[src/hdl/monitor_map.svh]
// Offsets, field positions, reset values and timing counts of the monitor configuration block.
// Assumes a 125 MHz block clock; included by the design, the checker and the bench.
`ifndef MONITOR_MAP_SVH
`define MONITOR_MAP_SVH

`define ADDR_STATUS2        8'h02
`define ADDR_FAN_DIV        8'h05
`define ADDR_ALARM_CFG      8'h06
`define ADDR_MASK2          8'h44

`define MASK2_RESET         8'h00
`define FAN_DIV_RESET_HI    4'h5
`define ALARM_CFG_RESET     8'h01

`define ST_HOT_BIT          0
`define ST_TACH_INPUT_ONE_BIT         2
`define ST_TACH_INPUT_TWO_BIT         3
`define ST_ALARM_BIT        5

`define M2_HOT_MODE_BIT     6
`define M2_ALARM_MODE_BIT   7

`define FD_MODE1_BIT        0
`define FD_MODE2_BIT        1
`define FD_POL_BIT          2
`define FD_PIN_ALARM_BIT    6
`define FD_PIN_RESET_BIT    7

`define AC_PIN_STATE_BIT    0
`define AC_POL_BIT          1
`define AC_ONE_TIME_BIT     2
`define AC_HIRES_BIT        3

`define CLK_KHZ             125000
`define CONV8_TIME_MS       100
`define CONV11_TIME_MS      2000
`define CONV8_CYCLES        (`CONV8_TIME_MS * `CLK_KHZ)
`define CONV11_CYCLES       (`CONV11_TIME_MS * `CLK_KHZ)

`define VID_SETTLE_CYCLES   2'h2

`endif

[src/hdl/monitor_pkg.sv]
// Types shared by the monitor configuration block and its bench.
// Assumes the conversion engine and comparators sit on the same clock.
package monitor_pkg;

  // One conversion result as presented by the comparator logic
  typedef struct packed {
    logic       done;
    logic       hot_over;
    logic       hot_below;
    logic       alarm_over;
    logic       alarm_below;
    logic [3:0] frac;
  } conv_t;

  typedef struct packed {
    logic [7:0] addr;
    logic       wr;
    logic       rd;
    logic [7:0] wdata;
  } reg_req_t;

  typedef enum logic [1:0] {
    WAIT_HIGH = 2'b01,
    WAIT_LOW  = 2'b10
  } track_state_t;

endpackage
[src/hdl/monitor_irq_fan_alarm_config.sv]
// Interrupt mask 2, fan mode/divisor/pin select and alarm configuration registers with their event logic.
// Assumes a serial bus engine on MCLK issuing single-cycle register requests, and comparators on MCLK.
//
// Summary of operation
// - Mask 2 bit 5 set keeps the alarm status bit off the interrupt output.
// - Default mode: status sets each conversion above hot until below hysteresis.
// - One-time mode: single event when temperature first rises above the hot limit.
// - One-time mode: then silent until below hysteresis, where one more event occurs.
// - One-time mode: then silent until above hot again; reads always clear.
// - Fan register bits 0 and 1: one is level input, zero is pulse counting.
// - Bits 3:2 give fan one divisor 1, 2, 4 or 8.
// - Bits 5:4 give fan two divisor 1, 2, 4 or 8.
// - Bit 2 sets level polarity: one active-low, zero active-high.
// - Bit 6 one with bit 7 zero makes the shared pin the alarm output.
// - Bit 7 one makes the shared pin a reset output.
// - Bits 6 and 7 both zero disable the shared pin.
// - Fan register powers up with 0101 on top and voltage-id pins below.
// - Alarm config bit 0 is read-only and mirrors the pin in alarm mode.
// - Alarm config bit 1 selects polarity; the pin is always open-drain.
// - Alarm config bit 2: one is one-time mode, zero comparator mode.
// - Bit 3 selects 8-bit 100 ms or 11-bit 2 s conversions.
// - 11-bit mode: bits 7:4 hold the low temperature nibble.
// - 8-bit mode: bit 7 holds the 0.5 degree bit, bits 6:4 read zero.
// - Alarm config register powers up as 0000 0001.
// - Mask 2 powers up all zero.
// - Status 2 bit 5 flags alarm limit crossing, mode from mask 2 bit 7.
`timescale 1ns/1ns
`include "monitor_map.svh"

module temp_event_tracker (
  input  wire logic               clk,
  input  wire logic               rst,
  input  wire logic               done,
  input  wire logic               over,
  input  wire logic               below,
  input  wire logic               one_time,
  output logic                    event_pulse,
  output logic                    in_alarm
);
  import monitor_pkg::*;

  track_state_t state_reg;
  track_state_t state_next;

  always_comb begin
    state_next  = state_reg;
    event_pulse = 1'b0;
    case (state_reg)
      WAIT_HIGH: begin
        if (done && over) begin
          state_next  = WAIT_LOW;
          event_pulse = 1'b1;
        end
      end
      WAIT_LOW: begin
        if (done && below) begin
          state_next  = WAIT_HIGH;
          event_pulse = one_time;
        end else if (done && !one_time) begin
          event_pulse = 1'b1;
        end
      end
      default: state_next = WAIT_HIGH;
    endcase
  end

  always_ff @(posedge clk) begin
    if (rst) begin
      state_reg <= WAIT_HIGH;
    end else begin
      state_reg <= state_next;
    end
  end

  assign in_alarm = (state_reg == WAIT_LOW);
endmodule // temp_event_tracker

module monitor_irq_fan_alarm_config #(
  parameter int unsigned CONV8_CYCLES  = `CONV8_CYCLES,
  parameter int unsigned CONV11_CYCLES = `CONV11_CYCLES
) (
  // Clock and reset
  input  wire logic               MCLK,
  input  wire logic               RST,
  // Register requests from the serial bus engine
  input  wire monitor_pkg::reg_req_t REG_REQ,
  output logic [7:0]              REG_RDATA,
  // Conversion results from the comparators
  input  wire monitor_pkg::conv_t TEMP_CONV,
  input  wire logic               TACH_INPUT_ONE_LIMIT_HIT,
  input  wire logic               TACH_INPUT_TWO_LIMIT_HIT,
  input  wire logic               RESET_REQ,
  // Pins
  input  wire logic               TACH_INPUT_ONE,
  input  wire logic               TACH_INPUT_TWO,
  input  wire logic [3:0]         CPU_VOLTAGE_ID_PINS,
  input  wire logic               SHARED_PIN_I,
  output logic                    SHARED_PIN_O,
  output logic                    SHARED_PIN_OE,
  output logic                    INT_N,
  // Controls to the fan counters and conversion engine
  output logic                    TACH_INPUT_ONE_LEVEL_MODE,
  output logic                    TACH_INPUT_TWO_LEVEL_MODE,
  output logic [3:0]              TACH_INPUT_ONE_DIVISOR,
  output logic [3:0]              TACH_INPUT_TWO_DIVISOR,
  output logic                    TEMP_HIRES,
  output logic                    CONV_START
);
  import monitor_pkg::*;

  logic [7:0]  mask2_reg;
  logic [7:0]  fan_div_reg;
  logic [7:0]  alarm_cfg_reg;
  logic [7:0]  status_reg;
  logic [7:0]  status_next;
  logic [7:0]  set_bits;
  logic [1:0]  vid_wait_reg;
  logic        vid_loaded_reg;
  logic [31:0] conv_cnt_reg;
  logic        alarm_latch_reg;
  logic [3:0]  vid_meta_reg;
  logic [3:0]  vid_sync_reg;
  logic [2:0]  pin_meta_reg;
  logic [2:0]  pin_sync_reg;
  logic        hot_event;
  logic        alarm_event;
  logic        alarm_in_zone;
  logic        alarm_active;
  logic        wr_fan;
  logic        rd_status;
  logic        tach_input_one_lvl_hit;
  logic        tach_input_two_lvl_hit;

  // Pins pass two flops before use; only the second stage is read
  always_ff @(posedge MCLK) begin
    vid_meta_reg <= CPU_VOLTAGE_ID_PINS;
    vid_sync_reg <= vid_meta_reg;
    pin_meta_reg <= {SHARED_PIN_I, TACH_INPUT_TWO, TACH_INPUT_ONE};
    pin_sync_reg <= pin_meta_reg;
  end

  temp_event_tracker u_hot (
    .clk         (MCLK),
    .rst         (RST),
    .done        (TEMP_CONV.done),
    .over        (TEMP_CONV.hot_over),
    .below       (TEMP_CONV.hot_below),
    .one_time    (mask2_reg[`M2_HOT_MODE_BIT]),
    .event_pulse (hot_event),
    .in_alarm    ()
  );

  temp_event_tracker u_alarm (
    .clk         (MCLK),
    .rst         (RST),
    .done        (TEMP_CONV.done),
    .over        (TEMP_CONV.alarm_over),
    .below       (TEMP_CONV.alarm_below),
    .one_time    (mask2_reg[`M2_ALARM_MODE_BIT]),
    .event_pulse (alarm_event),
    .in_alarm    (alarm_in_zone)
  );

  assign wr_fan    = REG_REQ.wr && (REG_REQ.addr == `ADDR_FAN_DIV);
  assign rd_status = REG_REQ.rd && (REG_REQ.addr == `ADDR_STATUS2);

  // Level-sensitive fan inputs flag on their active level
  assign tach_input_one_lvl_hit = pin_sync_reg[0] ^ fan_div_reg[`FD_POL_BIT];
  assign tach_input_two_lvl_hit = pin_sync_reg[1] ^ fan_div_reg[`FD_POL_BIT];

  always_comb begin
    set_bits                = 8'h00;
    set_bits[`ST_HOT_BIT]   = hot_event;
    set_bits[`ST_ALARM_BIT] = alarm_event;
    set_bits[`ST_TACH_INPUT_ONE_BIT]  = fan_div_reg[`FD_MODE1_BIT] ? tach_input_one_lvl_hit : TACH_INPUT_ONE_LIMIT_HIT;
    set_bits[`ST_TACH_INPUT_TWO_BIT]  = fan_div_reg[`FD_MODE2_BIT] ? tach_input_two_lvl_hit : TACH_INPUT_TWO_LIMIT_HIT;
    status_next = status_reg;
    if (rd_status) begin
      status_next = 8'h00;
    end
    // A new event in the clearing cycle survives
    status_next = status_next | set_bits;
  end

  always_ff @(posedge MCLK) begin
    if (RST) begin
      status_reg <= 8'h00;
    end else begin
      status_reg <= status_next;
    end
  end

  // Masked status gates the main interrupt
  always_ff @(posedge MCLK) begin
    if (RST) begin
      INT_N <= 1'b1;
    end else begin
      INT_N <= ~|(status_reg & ~mask2_reg);
    end
  end

  always_ff @(posedge MCLK) begin
    if (RST) begin
      mask2_reg <= `MASK2_RESET;
    end else if (REG_REQ.wr && (REG_REQ.addr == `ADDR_MASK2)) begin
      mask2_reg <= REG_REQ.wdata;
    end
  end

  // Voltage-id straps are caught once the synchroniser has filled after reset
  always_ff @(posedge MCLK) begin
    if (RST) begin
      fan_div_reg    <= {`FAN_DIV_RESET_HI, 4'h0};
      vid_wait_reg   <= 2'h0;
      vid_loaded_reg <= 1'b0;
    end else if (wr_fan) begin
      fan_div_reg    <= REG_REQ.wdata;
      vid_loaded_reg <= 1'b1;
    end else if (!vid_loaded_reg) begin
      if (vid_wait_reg == `VID_SETTLE_CYCLES) begin
        fan_div_reg[3:0] <= vid_sync_reg;
        vid_loaded_reg   <= 1'b1;
      end else begin
        vid_wait_reg <= vid_wait_reg + 2'h1;
      end
    end
  end

  always_ff @(posedge MCLK) begin
    if (RST) begin
      alarm_cfg_reg <= `ALARM_CFG_RESET;
    end else begin
      if (fan_div_reg[`FD_PIN_ALARM_BIT] && !fan_div_reg[`FD_PIN_RESET_BIT]) begin
        alarm_cfg_reg[`AC_PIN_STATE_BIT] <= pin_sync_reg[2];
      end else begin
        alarm_cfg_reg[`AC_PIN_STATE_BIT] <= 1'b0;
      end
      if (REG_REQ.wr && (REG_REQ.addr == `ADDR_ALARM_CFG)) begin
        alarm_cfg_reg[3:1] <= REG_REQ.wdata[3:1];
      end
      if (TEMP_CONV.done) begin
        if (alarm_cfg_reg[`AC_HIRES_BIT]) begin
          alarm_cfg_reg[7:4] <= TEMP_CONV.frac;
        end else begin
          alarm_cfg_reg[7:4] <= {TEMP_CONV.frac[3], 3'h0};
        end
      end
    end
  end

  // One-time alarm holds until status is read; comparator follows the zone
  always_ff @(posedge MCLK) begin
    if (RST) begin
      alarm_latch_reg <= 1'b0;
    end else if (alarm_event) begin
      alarm_latch_reg <= 1'b1;
    end else if (rd_status) begin
      alarm_latch_reg <= 1'b0;
    end
  end

  assign alarm_active = alarm_cfg_reg[`AC_ONE_TIME_BIT] ? alarm_latch_reg : alarm_in_zone;

  // Open-drain: only ever pulls low; a high level is a release
  always_ff @(posedge MCLK) begin
    SHARED_PIN_O <= 1'b0;
    if (RST) begin
      SHARED_PIN_OE <= 1'b0;
    end else if (fan_div_reg[`FD_PIN_RESET_BIT]) begin
      SHARED_PIN_OE <= RESET_REQ;
    end else if (fan_div_reg[`FD_PIN_ALARM_BIT]) begin
      SHARED_PIN_OE <= alarm_active ^ alarm_cfg_reg[`AC_POL_BIT];
    end else begin
      SHARED_PIN_OE <= 1'b0;
    end
  end

  always_ff @(posedge MCLK) begin
    if (RST) begin
      TACH_INPUT_ONE_LEVEL_MODE <= 1'b0;
      TACH_INPUT_TWO_LEVEL_MODE <= 1'b0;
      TACH_INPUT_ONE_DIVISOR    <= 4'h1;
      TACH_INPUT_TWO_DIVISOR    <= 4'h1;
      TEMP_HIRES      <= 1'b0;
    end else begin
      TACH_INPUT_ONE_LEVEL_MODE <= fan_div_reg[`FD_MODE1_BIT];
      TACH_INPUT_TWO_LEVEL_MODE <= fan_div_reg[`FD_MODE2_BIT];
      TACH_INPUT_ONE_DIVISOR    <= 4'h1 << fan_div_reg[3:2];
      TACH_INPUT_TWO_DIVISOR    <= 4'h1 << fan_div_reg[5:4];
      TEMP_HIRES      <= alarm_cfg_reg[`AC_HIRES_BIT];
    end
  end

  // Conversion pacing; a resolution change takes effect at the next start
  always_ff @(posedge MCLK) begin
    if (RST) begin
      conv_cnt_reg <= 32'h0;
      CONV_START   <= 1'b0;
    end else if (conv_cnt_reg == 32'h0) begin
      conv_cnt_reg <= alarm_cfg_reg[`AC_HIRES_BIT] ? CONV11_CYCLES - 32'h1 : CONV8_CYCLES - 32'h1;
      CONV_START   <= 1'b1;
    end else begin
      conv_cnt_reg <= conv_cnt_reg - 32'h1;
      CONV_START   <= 1'b0;
    end
  end

  always_ff @(posedge MCLK) begin
    if (RST) begin
      REG_RDATA <= 8'h00;
    end else if (REG_REQ.rd) begin
      if (REG_REQ.addr == `ADDR_STATUS2) begin
        REG_RDATA <= status_reg;
      end else if (REG_REQ.addr == `ADDR_FAN_DIV) begin
        REG_RDATA <= fan_div_reg;
      end else if (REG_REQ.addr == `ADDR_ALARM_CFG) begin
        REG_RDATA <= alarm_cfg_reg;
      end else if (REG_REQ.addr == `ADDR_MASK2) begin
        REG_RDATA <= mask2_reg;
      end else begin
        REG_RDATA <= 8'h00;
      end
    end
  end
endmodule // monitor_irq_fan_alarm_config

[config.mk]
export PLATFORM = sky130hd
export DESIGN_NAME = monitor_irq_fan_alarm_config
export DESIGN_NICKNAME = d
export VERILOG_FILES = /design/src/hdl/monitor_pkg.sv /design/src/hdl/monitor_irq_fan_alarm_config.sv
export VERILOG_INCLUDE_DIRS = /design/src /design/src/hdl
export SDC_FILE = /design/constraint.sdc
export NUM_CORES = 1
export LEC_CHECK = 0
export BUFFER_PORTS_ARGS = -buffer_cell sky130_fd_sc_hd__clkbuf_2
export CORE_MARGIN = 2
export CORE_UTILIZATION = 51
export CTS_CLUSTER_DIAMETER = 50
export DETAILED_ROUTE_END_ITERATION = 7
export PLACE_DENSITY = 0.75
export SLEW_MARGIN = 20
export SYNTH_ARGS = -nofsm -noshare
export SYNTH_HDL_FRONTEND = slang
export SYNTH_SLANG_ARGS = --single-unit
[constraint.sdc]
create_clock -name MCLK -period 2.5 [get_ports MCLK]
set_input_delay 0.25 -clock MCLK [delete_from_list [all_inputs] [get_ports MCLK]]
set_output_delay 0.25 -clock MCLK [all_outputs]
set_load 0.005 [all_outputs]
## Word-level counts from Yosys, hierarchy flattened

Cells that the tools add are included.

- Bits in registers: 108
- Output and inout bits: 23
- Word-level logic and storage cells: 113

- $add $sub $neg: 2
- Equal/unequal tests: 14
- Shifts and indexed selects: 2
- Muxes and demuxes: 37
- Bitwise gates (word level): 9
- Reduce and logical (&&, ||, !) cells: 23

Operator list:

| cell | number |
|---|---|
| 2-to-1 mux 8 bit | 5 |
| logical NOT 32 bit | 1 |
| 2-to-1 mux 32 bit | 1 |
| subtractor 32 x 1 -> 32 bit (second input constant) | 1 |
| 2-to-1 mux 28 bit | 1 |
| 2-to-1 mux 1 bit | 18 |
| == test 8 x 3 -> 1 bit (second input constant) | 2 |
| 2-to-1 mux 4 bit | 3 |
| logical AND 1 bit | 11 |
| AND 8 bit | 1 |
| == test 8 x 2 -> 1 bit (second input constant) | 1 |
| == test 8 x 7 -> 1 bit (second input constant) | 1 |
| 2-to-1 mux 2 bit | 4 |
| != test 2 x 1 -> 1 bit (second input constant) | 4 |
| NOT 8 bit | 1 |
| bitwise OR 8 x 6 -> 8 bit | 1 |
| case mux 2 bit (2 select lines) | 2 |
| OR reduction 8 bit | 1 |
| << shifter 1 x 2 -> 4 bit (first input constant) | 2 |
| == test 2 bit (second input constant) | 3 |
| AND reduction 2 bit | 3 |
| == test 2 x 1 -> 1 bit (second input constant) | 2 |
| logical NOT 1 bit | 4 |
| case mux 1 bit (2 select lines) | 2 |
| 7 further kinds | 12 |

## Logic depth before layout (Yosys ltp)

Gate-level depths: netlist of the first run.

- Word-level depth: 6
- Depth in mapped cells: 8

## By module

From an unflattened synthesis of the first run, not the netlist that was laid out.

- Cell total of the unflattened synthesis: 442
- Area, all modules: 4204.0 sq um

Modules (own cells, without submodules):

| module | times used | cells an instance | area each (sq um) |
|---|---|---|---|
| monitor_irq_fan_alarm_config | 1 | 412 | 3938.8 |
| temp_event_tracker | 2 | 15 | 132.6 |

## Worst setup path after synthesis of the first run

OpenSTA, ideal clock, no wires.

- Path type: register -> register
- Start: reg conv_cnt_reg[0]
- End: reg conv_cnt_reg[13]
- Data arrival time: 2.293 ns
- Required time: 2.430 ns
- Setup slack: 0.136 ns
- Stages on the path, launching flop included: 9
- Buffers on the path: 1
- Cells stage by stage: dfxtp_1 inv_1 ha_1 nor3b_1 nand2_1 nor4_4 nand2_2 buf_2 a21oi_1

- Word-level cells in the longest chain between the ends: 2
- Elaborated cells between the ends (all ways): 3
- Classes of those cells: add/sub (1); mux (1); reduce/logical (1)

RTL lines:

| what | RTL line | text |
|---|---|---|
| start, declared | monitor_irq_fan_alarm_config.sv:119 | `logic [31:0] conv_cnt_reg;` |
| start signal, assigned | monitor_irq_fan_alarm_config.sv:300 | `` conv_cnt_reg <= alarm_cfg_reg[`AC_HIRES_BIT] ? CONV11_CYCLES - 32'h1 : CONV8_CYCLES - 32'h1; `` |
| start signal, assigned | monitor_irq_fan_alarm_config.sv:303 | `conv_cnt_reg <= conv_cnt_reg - 32'h1;` |
| subtractor 32 x 1 -> 32 bit / logical NOT 32 bit (equally long branches) | monitor_irq_fan_alarm_config.sv:303, monitor_irq_fan_alarm_config.sv:299 |  |
| 2-to-1 mux 32 bit * | monitor_irq_fan_alarm_config.sv:299 | `end else if (conv_cnt_reg == 32'h0) begin` |

Mark *: on every way between the ends. The rest lies on a longest branch, timed or not.
A chain may end at the register's enable or synchronous reset.

## Worst setup path after layout of the first run

- Start: reg conv_cnt_reg[17]
- End: reg conv_cnt_reg[29]

The elaborated chain is that of the path after synthesis.

==> key figures, run 1 <==
Run status
  • Run status: complete, no violations

Logic synthesis
  • Flip-flop and latch count after synthesis: 104
  • Share of the synthesized area in the top cell type: 0.4914
  • Yosys warning count: 0
  • Number of enable flip-flop cells after synthesis: 0
  • Cell type contributing the most total cell area after synthesis: sky130_fd_sc_hd__dfxtp_1
  • Average size of a mapped cell: 9.091 um2
  • Most instantiated cells after synthesis: sky130_fd_sc_hd__dfxtp_1, sky130_fd_sc_hd__nor2_1, sky130_fd_sc_hd__a21oi_1
  • FFs w/ async S/R, synth: 0
  • Primary flip-flop cell chosen by synthesis mapping: sky130_fd_sc_hd__dfxtp_1
  • Post-Synthesis Cells: about 470
  • Top cells by area, synth: sky130_fd_sc_hd__dfxtp_1, sky130_fd_sc_hd__nor2_1, sky130_fd_sc_hd__xnor2_1
  • Distinct cells, synth: 50
  • Library cell with the highest instance count after synthesis: sky130_fd_sc_hd__dfxtp_1
  • Sequential-to-total area share from yosys stat: 0.4914
  • Post-synth net total: just over 500
  • Cell area after synthesis: 0.004237 mm2

Pwr
  • VDD IR-drop max: 0.9653 mV
  • P_leak: 1.998 nW
  • Total power density per cell area: 1047 mW/mm2

CTS
  • CTS sink count: 104
  • Maximum buffer depth of the clock tree: 2
  • Clock transition at the register clock pins on the worst setup and hold paths after CTS: 0.10 ns
  • Setup Buffers After CTS: 0
  • CTS Buf Count: 9
  • # H-tree levels: 3
  • Clock network latency to the later pin of the worst-skew pair: 0.36 ns
  • CTS tree: built
  • Cell chosen for the clock root: sky130_fd_sc_hd__clkbuf_8

STA
  • Worst slew slack as a fraction of its limit: 0.5461
  • Final setup violation count: 0
  • Final period utilization: 0.9605
  • Shortest clock period the worst path allows after layout: 2.401 ns
  • Number of slew-limit violations in the final report: 0
  • Hold Fails Final Rpt: 0
  • Worst setup slack after layout: 0.09887 ns
  • Worst Max-Slew Pin Slew: about 0.67 ns
  • Worst Hold Slack: about 0.13 ns
  • Setup total negative slack: 0 ns
  • Highest clock rate: ~420 MHz
  • Worst setup skew after layout: around 0.0096 ns
  • RSZ-0062 raised after global routing: no

Floorplanning
  • Effective utilization at floorplan: 0.5208
  • Num ports: 62
  • Number of standard-cell rows in the floorplan: 33
  • Core Box Area: ~0.008 mm2
  • Area of the die: 0.009052 mm2
  • Die span in y: 95.14 um
  • Chip width: 95.14 um

Cells and area
  • Number of inserted diodes: 0
  • Net total in the final layout: 577
  • Layout area overhead: 16.72%
  • Count of filler cells inserted in the layout: 726
  • Final std cells w/o fill: 642
  • Largest register FFs: 32
  • Area of combinational cells with multiple inputs: 0.002016 mm2
  • Share of post-route cells with drive strength above 1: 0.1732
  • Sequential cell area: 0.002082 mm2

Placement
  • Detailed Place HPWL: between 6000 and 7000 um
  • Placed insts: 619
  • Number of port buffers: 60
  • Worst setup timing slack at the placement stage: 0.1101 ns
  • Routability congestion estimate: 0.8402

GRT
  • Via count of the first global-routing pass: around 3,200
  • Overall routing resource usage: 0.2114
  • Global-route met2 utilization: 0.3668
  • GR met1 Demand/Resource: 0.2652
  • Remaining global-route overflow: 0
  • GRT Max-Usage Layer: met2
  • Antenna violations before repair: 0
  • First-pass GRT wire length: around 15,000 um
  • Largest net degree at the start of global routing: 78
  • Met3 capacity usage during global routing: 0.03162

Worst setup path
  • Register-to-register setup slack: 0.1 ns
  • Sort of element at the end of the critical path: flop
  • Data required time at the worst endpoint: ~2.8 ns
  • Reg2reg end: conv_cnt_reg[29]
  • Last element of the critical path: conv_cnt_reg[29]
  • Instance count on the critical path: 5
  • Cells along the critical path: or4_4 -> or3_1 -> or3_4 -> or4_1 -> a211oi_2
  • Path type of the worst setup path: flop to flop
  • Delay of the slowest critical-path stage: 0.54 ns
  • R2r worst-path depth: 5
  • CP arrival: 2.69 ns
  • Slowest CP cell: sky130_fd_sc_hd__or4_4
  • Worst path buffer plus inverter count: 0
  • Nature of the critical path startpoint: flop
  • Cell type group with the largest total delay on the critical path: simple AND/OR/NAND/NOR gates
  • Reg-to-reg startpoint: conv_cnt_reg[17]
  • Setup crit start: conv_cnt_reg[17]
  • CP max FO: 4

Worst hold path
  • Type of the tightest min-delay check: primary input to flop

Detailed routing
  • Number of detailed-route iterations in the first pass: 4
  • Residual antenna-violating net count after detailed routing: 0
  • WL/cell: 14.31 um
  • Starting DRT DRC Count: 156
  • Mean number of vias per cell: about 5.5
  • Post-route DRC: 0
  • WL final: 9189 um
  • Vias after detailed routing: 3,502

Run
  • Count of max-cap constraint violations: 0
-- kinds of logic after synthesis --
family | synth area share
AOI/OAI and AO/OA | 0.1246
muxes | 0.04253
adders and majority gates | 0.01772
and+or+nand+nor | 0.2280
xor gates and xnor gates | 0.06202
buffers and inverters | 0.03278
DFF | 0.4914
other | 0.0008852
-- where the power goes --
| part | internal, W | switching, W | total (W) |
|---|---|---|---|
| registers | 0.00194 | 0.000258 | 0.00220 |
| clock network | 0.000500 | 0.000566 | 0.00107 |
| logic | 0.000867 | 0.00105 | 0.00192 |
| total | 0.00330 | 0.00187 | 0.00518 |
-- area by class of cell --
type	instances	area share
multi-input cells	327	0.4076
clock inverters	5	0.01290
flip-flops and latches	104	0.4211
well taps	105	0.02657
repair buffers	78	0.09413
inverters	12	0.009109
clock buffers	11	0.02859
-- timing repair --
item	CTS	global route
hold endpoints to repair	7	0
gates resized for setup	0	0
hold buffers	7	0
-- per-layer routing --
layer / vias up / share of wire / routed length [um]
met5: - / 0 / 0
met4: 0 / 0.011 / 99
met3: 10 / 0.046 / 426
met2: 86 / 0.50 / 4617
met1: 1643 / 0.44 / 4045
li1: 1763 / - / -
-- cell usage in the layout (no fill, tap or decap), types with 8 or more instances in the layout --
cell / n
sky130_fd_sc_hd__nand2_1: 24
sky130_fd_sc_hd__nand3_1: 12
sky130_fd_sc_hd__xnor2_1: 24
sky130_fd_sc_hd__nor2_1: 66
sky130_fd_sc_hd__clkbuf_2: 60
sky130_fd_sc_hd__mux2i_1: 18
sky130_fd_sc_hd__nor4_1: 13
sky130_fd_sc_hd__dfxtp_1: 104
sky130_fd_sc_hd__nor2b_1: 11
sky130_fd_sc_hd__nor3_1: 15
sky130_fd_sc_hd__o21ai_0: 8
sky130_fd_sc_hd__buf_4: 10
sky130_fd_sc_hd__inv_1: 12
sky130_fd_sc_hd__clkbuf_8: 10
sky130_fd_sc_hd__a21oi_1: 36
sky130_fd_sc_hd__a31oi_1: 9
sky130_fd_sc_hd__nand2b_1: 8
-- stage by stage --
stage	utilization	total power, W	area, um2
after global routing	0.6079	0.005528	4945
after global placement	0.5741	0.004037	4669
after floorplan	-	0.003613	4237
final	0.6079	0.005177	4945
after CTS	0.6079	0.005189	4945
after detailed placement	0.5741	0.004114	4669
-- worst min path at each step --
stage	start	endpoint	slack [ns]	cells after the start
3_5_place_dp	pin_meta_reg[0]	pin_sync_reg[0]	0.31	0
6_report	REG_REQ[7]	fan_div_reg[7]	0.13	3
5_1_grt	REG_REQ[7]	fan_div_reg[7]	0.13	3
3_3_place_gp	vid_meta_reg[2]	vid_sync_reg[2]	0.31	0
2_1_floorplan	TACH_INPUT_ONE	pin_meta_reg[0]	0.28	0
4_1_cts	REG_REQ[7]	fan_div_reg[7]	0.12	3
-- worst reg2reg max path, cell delays in order, from the launching register on --
cell and delay [ns]:
sky130_fd_sc_hd__dfxtp_1 0.33, sky130_fd_sc_hd__or4_4 0.54, sky130_fd_sc_hd__or3_1 0.35, sky130_fd_sc_hd__or3_4 0.39
sky130_fd_sc_hd__or4_1 0.50, sky130_fd_sc_hd__a211oi_2 0.22
No activity file was read; power rests on OpenSTA's default activity.
==> run 2: changes to the inputs <==
--- a/config.mk
+++ b/config.mk
@@ -7,11 +7,14 @@
 export NUM_CORES = 1
 export LEC_CHECK = 0
 export BUFFER_PORTS_ARGS = -buffer_cell sky130_fd_sc_hd__clkbuf_2
+export CELL_PAD_IN_SITES_DETAIL_PLACEMENT = 0
+export CELL_PAD_IN_SITES_GLOBAL_PLACEMENT = 1
 export CORE_MARGIN = 2
-export CORE_UTILIZATION = 51
+export CORE_UTILIZATION = 39
 export CTS_CLUSTER_DIAMETER = 50
 export DETAILED_ROUTE_END_ITERATION = 7
-export PLACE_DENSITY = 0.75
+export PLACE_DENSITY_LB_ADDON = 0.1
+export SKIP_CTS_REPAIR_TIMING = 1
 export SLEW_MARGIN = 20
 export SYNTH_ARGS = -nofsm -noshare
 export SYNTH_HDL_FRONTEND = slang
==> run 2 against run 1 <==
Net effect: core utilization down 14 points; cell count up 5.9%; sequential share of layout area down 0.61 points; flip-flop and latch count unchanged; register-to-register slack better by 0.02 ns; total power up 1.1%; critical path type unchanged; largest power group unchanged.
==> key figures, run 2 (synthesis gave the netlist of run 1 again) <==
STA
  • RSZ-0062 raised after global routing: no
  • Shortest clock period the worst path allows after layout: 2.381 ns
  • Number of slew-limit violations in the final report: 0
  • Final setup violation count: 0
  • Final period utilization: 0.9525
  • Setup total negative slack: 0 ns
  • Worst slew slack as a fraction of its limit: 0.6637
  • Worst Max-Slew Pin Slew: 0.5045 ns
  • Highest clock rate: 420.0 MHz
  • Worst setup slack after layout: 0.1188 ns
  • Hold Fails Final Rpt: 0
  • Worst setup skew after layout: 0.01138 ns

Cells and area
  • Largest register FFs: 32
  • Most frequent standard cell in the layout excluding fill and tap cells: sky130_fd_sc_hd__dfxtp_1
  • Share of post-route cells with drive strength above 1: 0.1796
  • Count of filler cells inserted in the layout: between 1,000 and 1,500
  • Net total in the final layout: 580
  • Layout area overhead: 18.43%
  • Number of inserted diodes: 0
  • Most frequent cells in the layout: sky130_fd_sc_hd__dfxtp_1, sky130_fd_sc_hd__nor2_1, sky130_fd_sc_hd__clkbuf_2
  • Final std cells w/o fill: 680

Detailed routing
  • Number of detailed-route iterations in the first pass: 4
  • WL final: 9887 um
  • Residual antenna-violating net count after detailed routing: 0
  • Mean number of vias per cell: 5.013
  • WL/cell: 14.54 um
  • Post-route DRC: 0
  • Vias after detailed routing: 3,409
  • Starting DRT DRC Count: 140

Pwr
  • Power share of the sequential group: 0.419
  • Clock share of power: 0.210
  • Combinational share of power: 0.372
  • VDD IR-drop max: 0.4757 mV
  • Sw Pwr: about 0.0019 W
  • Fraction of power spent switching nets: 0.3629
  • P_leak: around 2 nW
  • Total power density per cell area: 1043 mW/mm2
  • Internal power consumption: ~0.0033 W

Worst setup path
  • Register-to-register setup slack: 0.12 ns
  • CP arrival: 2.67 ns
  • Path type of the worst setup path: flop to flop
  • Sort of element at the end of the critical path: flop
  • Nature of the critical path startpoint: flop
  • Reg-to-reg startpoint: conv_cnt_reg[17]
  • Data required time at the worst endpoint: 2.79 ns
  • Reg2reg end: conv_cnt_reg[29]
  • CP max FO: 4
  • R2r worst-path depth: 5

CTS
  • Clock transition at the register clock pins on the worst setup and hold paths after CTS: around 0.090 ns
  • Maximum buffer depth of the clock tree: 2
  • Clock network latency to the later pin of the worst-skew pair: ~0.37 ns
  • CTS sink count: 104
  • CTS Buf Count: 9
  • Cell chosen for the clock root: sky130_fd_sc_hd__clkbuf_8
  • CTS tree: built
  • # H-tree levels: 3

Floorplanning
  • Core Box Area: between 0.01 and 0.015 mm2
  • Area of the die: ~0.012 mm2
  • Number of standard-cell rows in the floorplan: 38
  • Effective utilization at floorplan: 0.3960
  • Chip width: roughly 110 um
  • Num ports: 62
  • Die span in y: 108.2 um

GRT
  • Overall routing resource usage: 0.1834
  • First-pass GRT wire length: 16,540 um
  • Remaining global-route overflow: 0
  • Antenna violations before repair: 0
  • Via count of the first global-routing pass: between 3,000 and 4,000
  • Largest net degree at the start of global routing: 78

Worst hold path
  • HP Start: REG_REQ[4]
  • Terminating pin of the worst hold path: fan_div_reg[4]
  • Hold Path Depth: 3
  • Type of the tightest min-delay check: primary input to flop

Placement
  • Worst setup timing slack at the placement stage: roughly 0.14 ns
  • Number of port buffers: 60
  • Detailed Place HPWL: 7015 um
  • Routability congestion estimate: ~0.76
  • Placed insts: 657

Run status
  • Run status: complete, no violations

Run
  • Count of max-cap constraint violations: 0
[run 2: changes by cell type in the layout (fill, tap and decap cells not counted)]
cell,previous run,this run
sky130_fd_sc_hd__clkinv_4,1,0
sky130_fd_sc_hd__clkbuf_1,1,0
sky130_fd_sc_hd__inv_8,0,1
sky130_fd_sc_hd__clkinvlp_4,1,2
sky130_fd_sc_hd__buf_4,10,13
[run 2: critical path, stage by stage (launching register included)]
cell and delay (ns):
sky130_fd_sc_hd__dfxtp_1 0.33, sky130_fd_sc_hd__or4_4 0.55, sky130_fd_sc_hd__or3_1 0.34, sky130_fd_sc_hd__or3_4 0.39, sky130_fd_sc_hd__or4_1 0.49, sky130_fd_sc_hd__a211oi_2 0.22
[run 2: power by group through the flow]
| stage | Combinational [W] | Clock [W] | Sequential [W] |
|---|---|---|---|
| 2_1_floorplan | 0.00145 | 0 | 0.00216 |
| 3_5_place_dp | 0.00194 | 0 | 0.00223 |
| 5_1_grt | 0.00219 | 0.00121 | 0.00224 |
| 3_3_place_gp | 0.00192 | 0 | 0.00222 |
| 6_report | 0.00194 | 0.00110 | 0.00219 |
| 4_1_cts | 0.00195 | 0.00114 | 0.00219 |
[run 2: per-layer routing]
layer / vias up / track usage / part of all wire
li1: 1760 / - / -
met1: 1578 / 0.2500 / 0.50
met2: 62 / 0.2835 / 0.45
met3: 9 / 0.03617 / 0.037
met4: 0 / 0.07784 / 0.015
met5: - / 0 / 0
[run 2: metrics by stage]
step                hold WS [ns]    util  cell area (um2)  power, W
floorplan                 0.2777       -             4237  0.003613
global placement          0.3100  0.4427             4736  0.004144
global route              0.1096  0.4690             5017  0.005642
finish                    0.1142  0.4690             5017  0.005233
CTS                     -0.05678  0.4625             4947  0.005280
detailed placement        0.3121  0.4427             4736  0.004166
[run 2: how the worst max path moves through the flow]
stage / end / startpoint / cells past startpoint
global route: conv_cnt_reg[29] / conv_cnt_reg[17] / 5
finish: conv_cnt_reg[29] / conv_cnt_reg[17] / 5
floorplan: conv_cnt_reg[13] / conv_cnt_reg[0] / 8
global placement: conv_cnt_reg[29] / conv_cnt_reg[17] / 5
detailed placement: conv_cnt_reg[29] / conv_cnt_reg[17] / 5
CTS: conv_cnt_reg[29] / conv_cnt_reg[17] / 5
[run 2: final cells by class]
class / count / area [um2] / share of cell area
clock buffers: 10 / 137.6 / 0.02743
well taps: 140 / 175.2 / 0.03491
repair buffers: 81 / 488.0 / 0.09726
multi-input cells: 327 / 2016 / 0.4017
flip-flops and latches: 104 / 2082 / 0.4150
clock inverters: 6 / 73.82 / 0.01471
inverters: 12 / 45.04 / 0.008978
==> run 3: changes to the inputs <==
--- a/config.mk
+++ b/config.mk
@@ -18,4 +18,5 @@
 export SLEW_MARGIN = 20
 export SYNTH_ARGS = -nofsm -noshare
 export SYNTH_HDL_FRONTEND = slang
+export SYNTH_HIERARCHICAL = 1
 export SYNTH_SLANG_ARGS = --single-unit
==> run 3 against run 2 <==
Net effect: cell count is 4.7% lower; critical path type unchanged; sequential power is essentially flat; largest cell class unchanged; setup slack better by 0.066 ns.
==> key figures, run 3 <==
Worst setup path
  • Cells along the critical path: or4_4 -> or4_1 -> nor2_2 -> and3_1 -> nor3_1
  • Reg-to-reg startpoint: conv_cnt_reg[24]
  • Worst path buffer plus inverter count: 0
  • Cell type group with the largest total delay on the critical path: simple AND/OR/NAND/NOR gates
  • Setup crit start: conv_cnt_reg[24]
  • CP max FO: 8
  • Path type of the worst setup path: flop to flop
  • Data required time at the worst endpoint: 2.72 ns
  • Sort of element at the end of the critical path: flop
  • Slowest CP cell: sky130_fd_sc_hd__or4_4
  • Nature of the critical path startpoint: flop
  • Delay of the slowest critical-path stage: 0.57 ns
  • CP arrival: 2.53 ns

Pwr
  • VDD IR-drop max: 0.6088 mV
  • P_leak: about 1.9 nW
  • Sw Pwr: 0.001851 W
  • Internal power consumption: 0.003175 W
  • Power share of the sequential group: 0.435
  • Combinational share of power: 0.378
  • Clock share of power: 0.187
  • Total power density per cell area: roughly 1000 mW/mm2
  • Fraction of power spent switching nets: 0.3683

Cells and area
  • Share of post-route cells with drive strength above 1: 0.1992
  • Largest register FFs: 32
  • Layout area overhead: 16.19%
  • Number of inserted diodes: 0
  • Count of filler cells inserted in the layout: 1,057
  • Post-layout util: 0.4689
  • Most frequent cells in the layout: sky130_fd_sc_hd__dfxtp_1, sky130_fd_sc_hd__clkbuf_2, sky130_fd_sc_hd__a21oi_1
  • Net total in the final layout: 553
  • Most frequent standard cell in the layout excluding fill and tap cells: sky130_fd_sc_hd__dfxtp_1

Logic synthesis
  • Sequential-to-total area share from yosys stat: 0.4952
  • Distinct cells, synth: 53
  • Cell type contributing the most total cell area after synthesis: sky130_fd_sc_hd__dfxtp_1
  • Flip-flop and latch count after synthesis: 104
  • Top cells by area, synth: sky130_fd_sc_hd__dfxtp_1, sky130_fd_sc_hd__xnor2_1, sky130_fd_sc_hd__a21oi_1
  • Multiplexer share of the synthesized area: 0.02143
  • Dominant combinational cell family by area after synthesis: simple AND/OR/NAND/NOR gates
  • Primary flip-flop cell chosen by synthesis mapping: sky130_fd_sc_hd__dfxtp_1
  • Synthesized-area fraction occupied by and/or/nand/nor cells: 0.2158
  • Number of enable flip-flop cells after synthesis: 0
  • Synthesized-area fraction occupied by ao, oa, aoi and oai cells: 0.1443
  • Yosys warning count: 6
  • FFs w/ async S/R, synth: 0
  • Post-Synthesis Cells: roughly 440
  • Area share of xor/xnor cells in the synthesized design: 0.06667
  • Share of the synthesized area in the top cell type: 0.4952
  • Most instantiated cells after synthesis: sky130_fd_sc_hd__dfxtp_1, sky130_fd_sc_hd__a21oi_1, sky130_fd_sc_hd__nor2_1
  • Library cell with the highest instance count after synthesis: sky130_fd_sc_hd__dfxtp_1
  • Average size of a mapped cell: about 9.5 um2
  • Post-synth net total: 487
  • Cell area after synthesis: between 0.004 and 0.005 mm2
  • Fraction of the mapped netlist area in adder cells: 0.01786

Run status
  • Run status: complete, no violations

GRT
  • Largest net degree at the start of global routing: 44
  • Remaining global-route overflow: 0
  • First-pass GRT wire length: ~16,000 um
  • Via count of the first global-routing pass: 3,191
  • Antenna violations before repair: 0
  • Overall routing resource usage: 0.1774

STA
  • Final setup violation count: 0
  • Shortest clock period the worst path allows after layout: approximately 2.3 ns
  • Worst slew slack as a fraction of its limit: 0.4740
  • Worst setup skew after layout: 0.01508 ns
  • Worst Max-Slew Pin Slew: between 0.7 and 0.8 ns
  • Final period utilization: 0.9263
  • RSZ-0062 raised after global routing: no
  • Hold Fails Final Rpt: 0
  • Number of slew-limit violations in the final report: 0
  • Setup total negative slack: 0 ns
  • Highest clock rate: between 400 and 500 MHz
  • Worst setup slack after layout: approximately 0.18 ns

Placement
  • Worst setup timing slack at the placement stage: just under 0.2 ns
  • Routability congestion estimate: between 0.7 and 0.8
  • Detailed Place HPWL: 6981 um
  • Number of port buffers: 60

Run
  • Count of max-cap constraint violations: 0

Detailed routing
  • Residual antenna-violating net count after detailed routing: 0
  • WL final: 9642 um
  • Mean number of vias per cell: 5.150
  • WL/cell: 14.88 um
  • Vias after detailed routing: 3,337
  • Post-route DRC: 0
  • Starting DRT DRC Count: approximately 190
  • Number of detailed-route iterations in the first pass: 4

Floorplanning
  • Number of standard-cell rows in the floorplan: 37
  • Area of the die: 0.01163 mm2
  • Chip width: 107.8 um
  • Effective utilization at floorplan: 0.4036
  • Core Box Area: 0.01042 mm2
  • Num ports: 62
  • Die span in y: 107.8 um

CTS
  • Maximum buffer depth of the clock tree: 2
  • Cell chosen for the clock root: sky130_fd_sc_hd__clkbuf_8
  • CTS tree: built
  • CTS Buf Count: 9
  • Clock transition at the register clock pins on the worst setup and hold paths after CTS: 0.10 ns
  • Clock network latency to the later pin of the worst-skew pair: 0.36 ns
  • CTS sink count: 104
  • # H-tree levels: 3

Worst hold path
  • Type of the tightest min-delay check: primary input to flop
  • HP Start: TEMP_CONV[3]
==> run 3: cell count changes after synthesis, moves of 6 or more <==
cell                       change
sky130_fd_sc_hd__a221oi_1      +8
sky130_fd_sc_hd__a31oi_1       -8
sky130_fd_sc_hd__o31ai_1       -6
sky130_fd_sc_hd__nor4_1       -10
sky130_fd_sc_hd__o21ai_0       +6
sky130_fd_sc_hd__mux2i_1       -9
sky130_fd_sc_hd__nor2_1       -28
==> run 3: power by group through the flow <==
stage / clock network, W / logic [W] / registers (W)
after floorplan: 0 / 0.00159 / 0.00217
after global placement: 0 / 0.00187 / 0.00222
after detailed placement: 0 / 0.00189 / 0.00222
after CTS: 0.000972 / 0.00191 / 0.00219
after global routing: 0.00106 / 0.00217 / 0.00223
final: 0.000940 / 0.00190 / 0.00219
==> run 3: path summary, 6_finish.rpt <==
check	end	slack (ns)	cells after the start
worst max register to register	conv_cnt_reg[14]	0.18	5
worst min-delay path	alarm_cfg_reg[7]	0.12	3
worst min register to register	pin_sync_reg[0]	0.33	0
worst max-delay path	conv_cnt_reg[14]	0.18	5
==> run 3: area by class of cell <==
type | instances | area, um2 | area share
clock buffers | 10 | 137.6 | 0.02818
clock inverters | 5 | 33.78 | 0.006916
inverters | 14 | 52.55 | 0.01076
multi-input cells | 302 | 1963 | 0.4019
flip-flops and latches | 104 | 2082 | 0.4262
well taps | 136 | 170.2 | 0.03484
repair buffers | 77 | 445.4 | 0.09119
==> run 3: worst min-delay path: stages <==
cell                       delay, ns
sky130_fd_sc_hd__clkbuf_2       0.07
sky130_fd_sc_hd__mux2i_1        0.05
sky130_fd_sc_hd__nor2_1         0.07
==> run 3: per-layer routing <==
metal  global-route usage  routed length, um
met1               0.2630               4951
met4              0.04670                 78
met2               0.2637               4255
met5                    0                  0
met3              0.03208                358
==> run 3: stage by stage <==
step           hold WS [ns]  instance area, um2  std cells  total power [W]
2_1_floorplan        0.2777                4204        442         0.003754
3_3_place_gp         0.3109                4643        626         0.004086
3_5_place_dp         0.3121                4643        626         0.004116
4_1_cts            -0.01983                4815        641         0.005068
5_1_grt              0.1325                4885        648         0.005456
6_report             0.1217                4885        648         0.005027
==> run 3: kinds of logic after synthesis <==
kind of cell / Yosys count
simple gates: 157
flops: 104
compound gates: 97
buf+inv: 36
xor+xnor: 32
mux: 9
fa+ha+maj: 6
other cells: 1
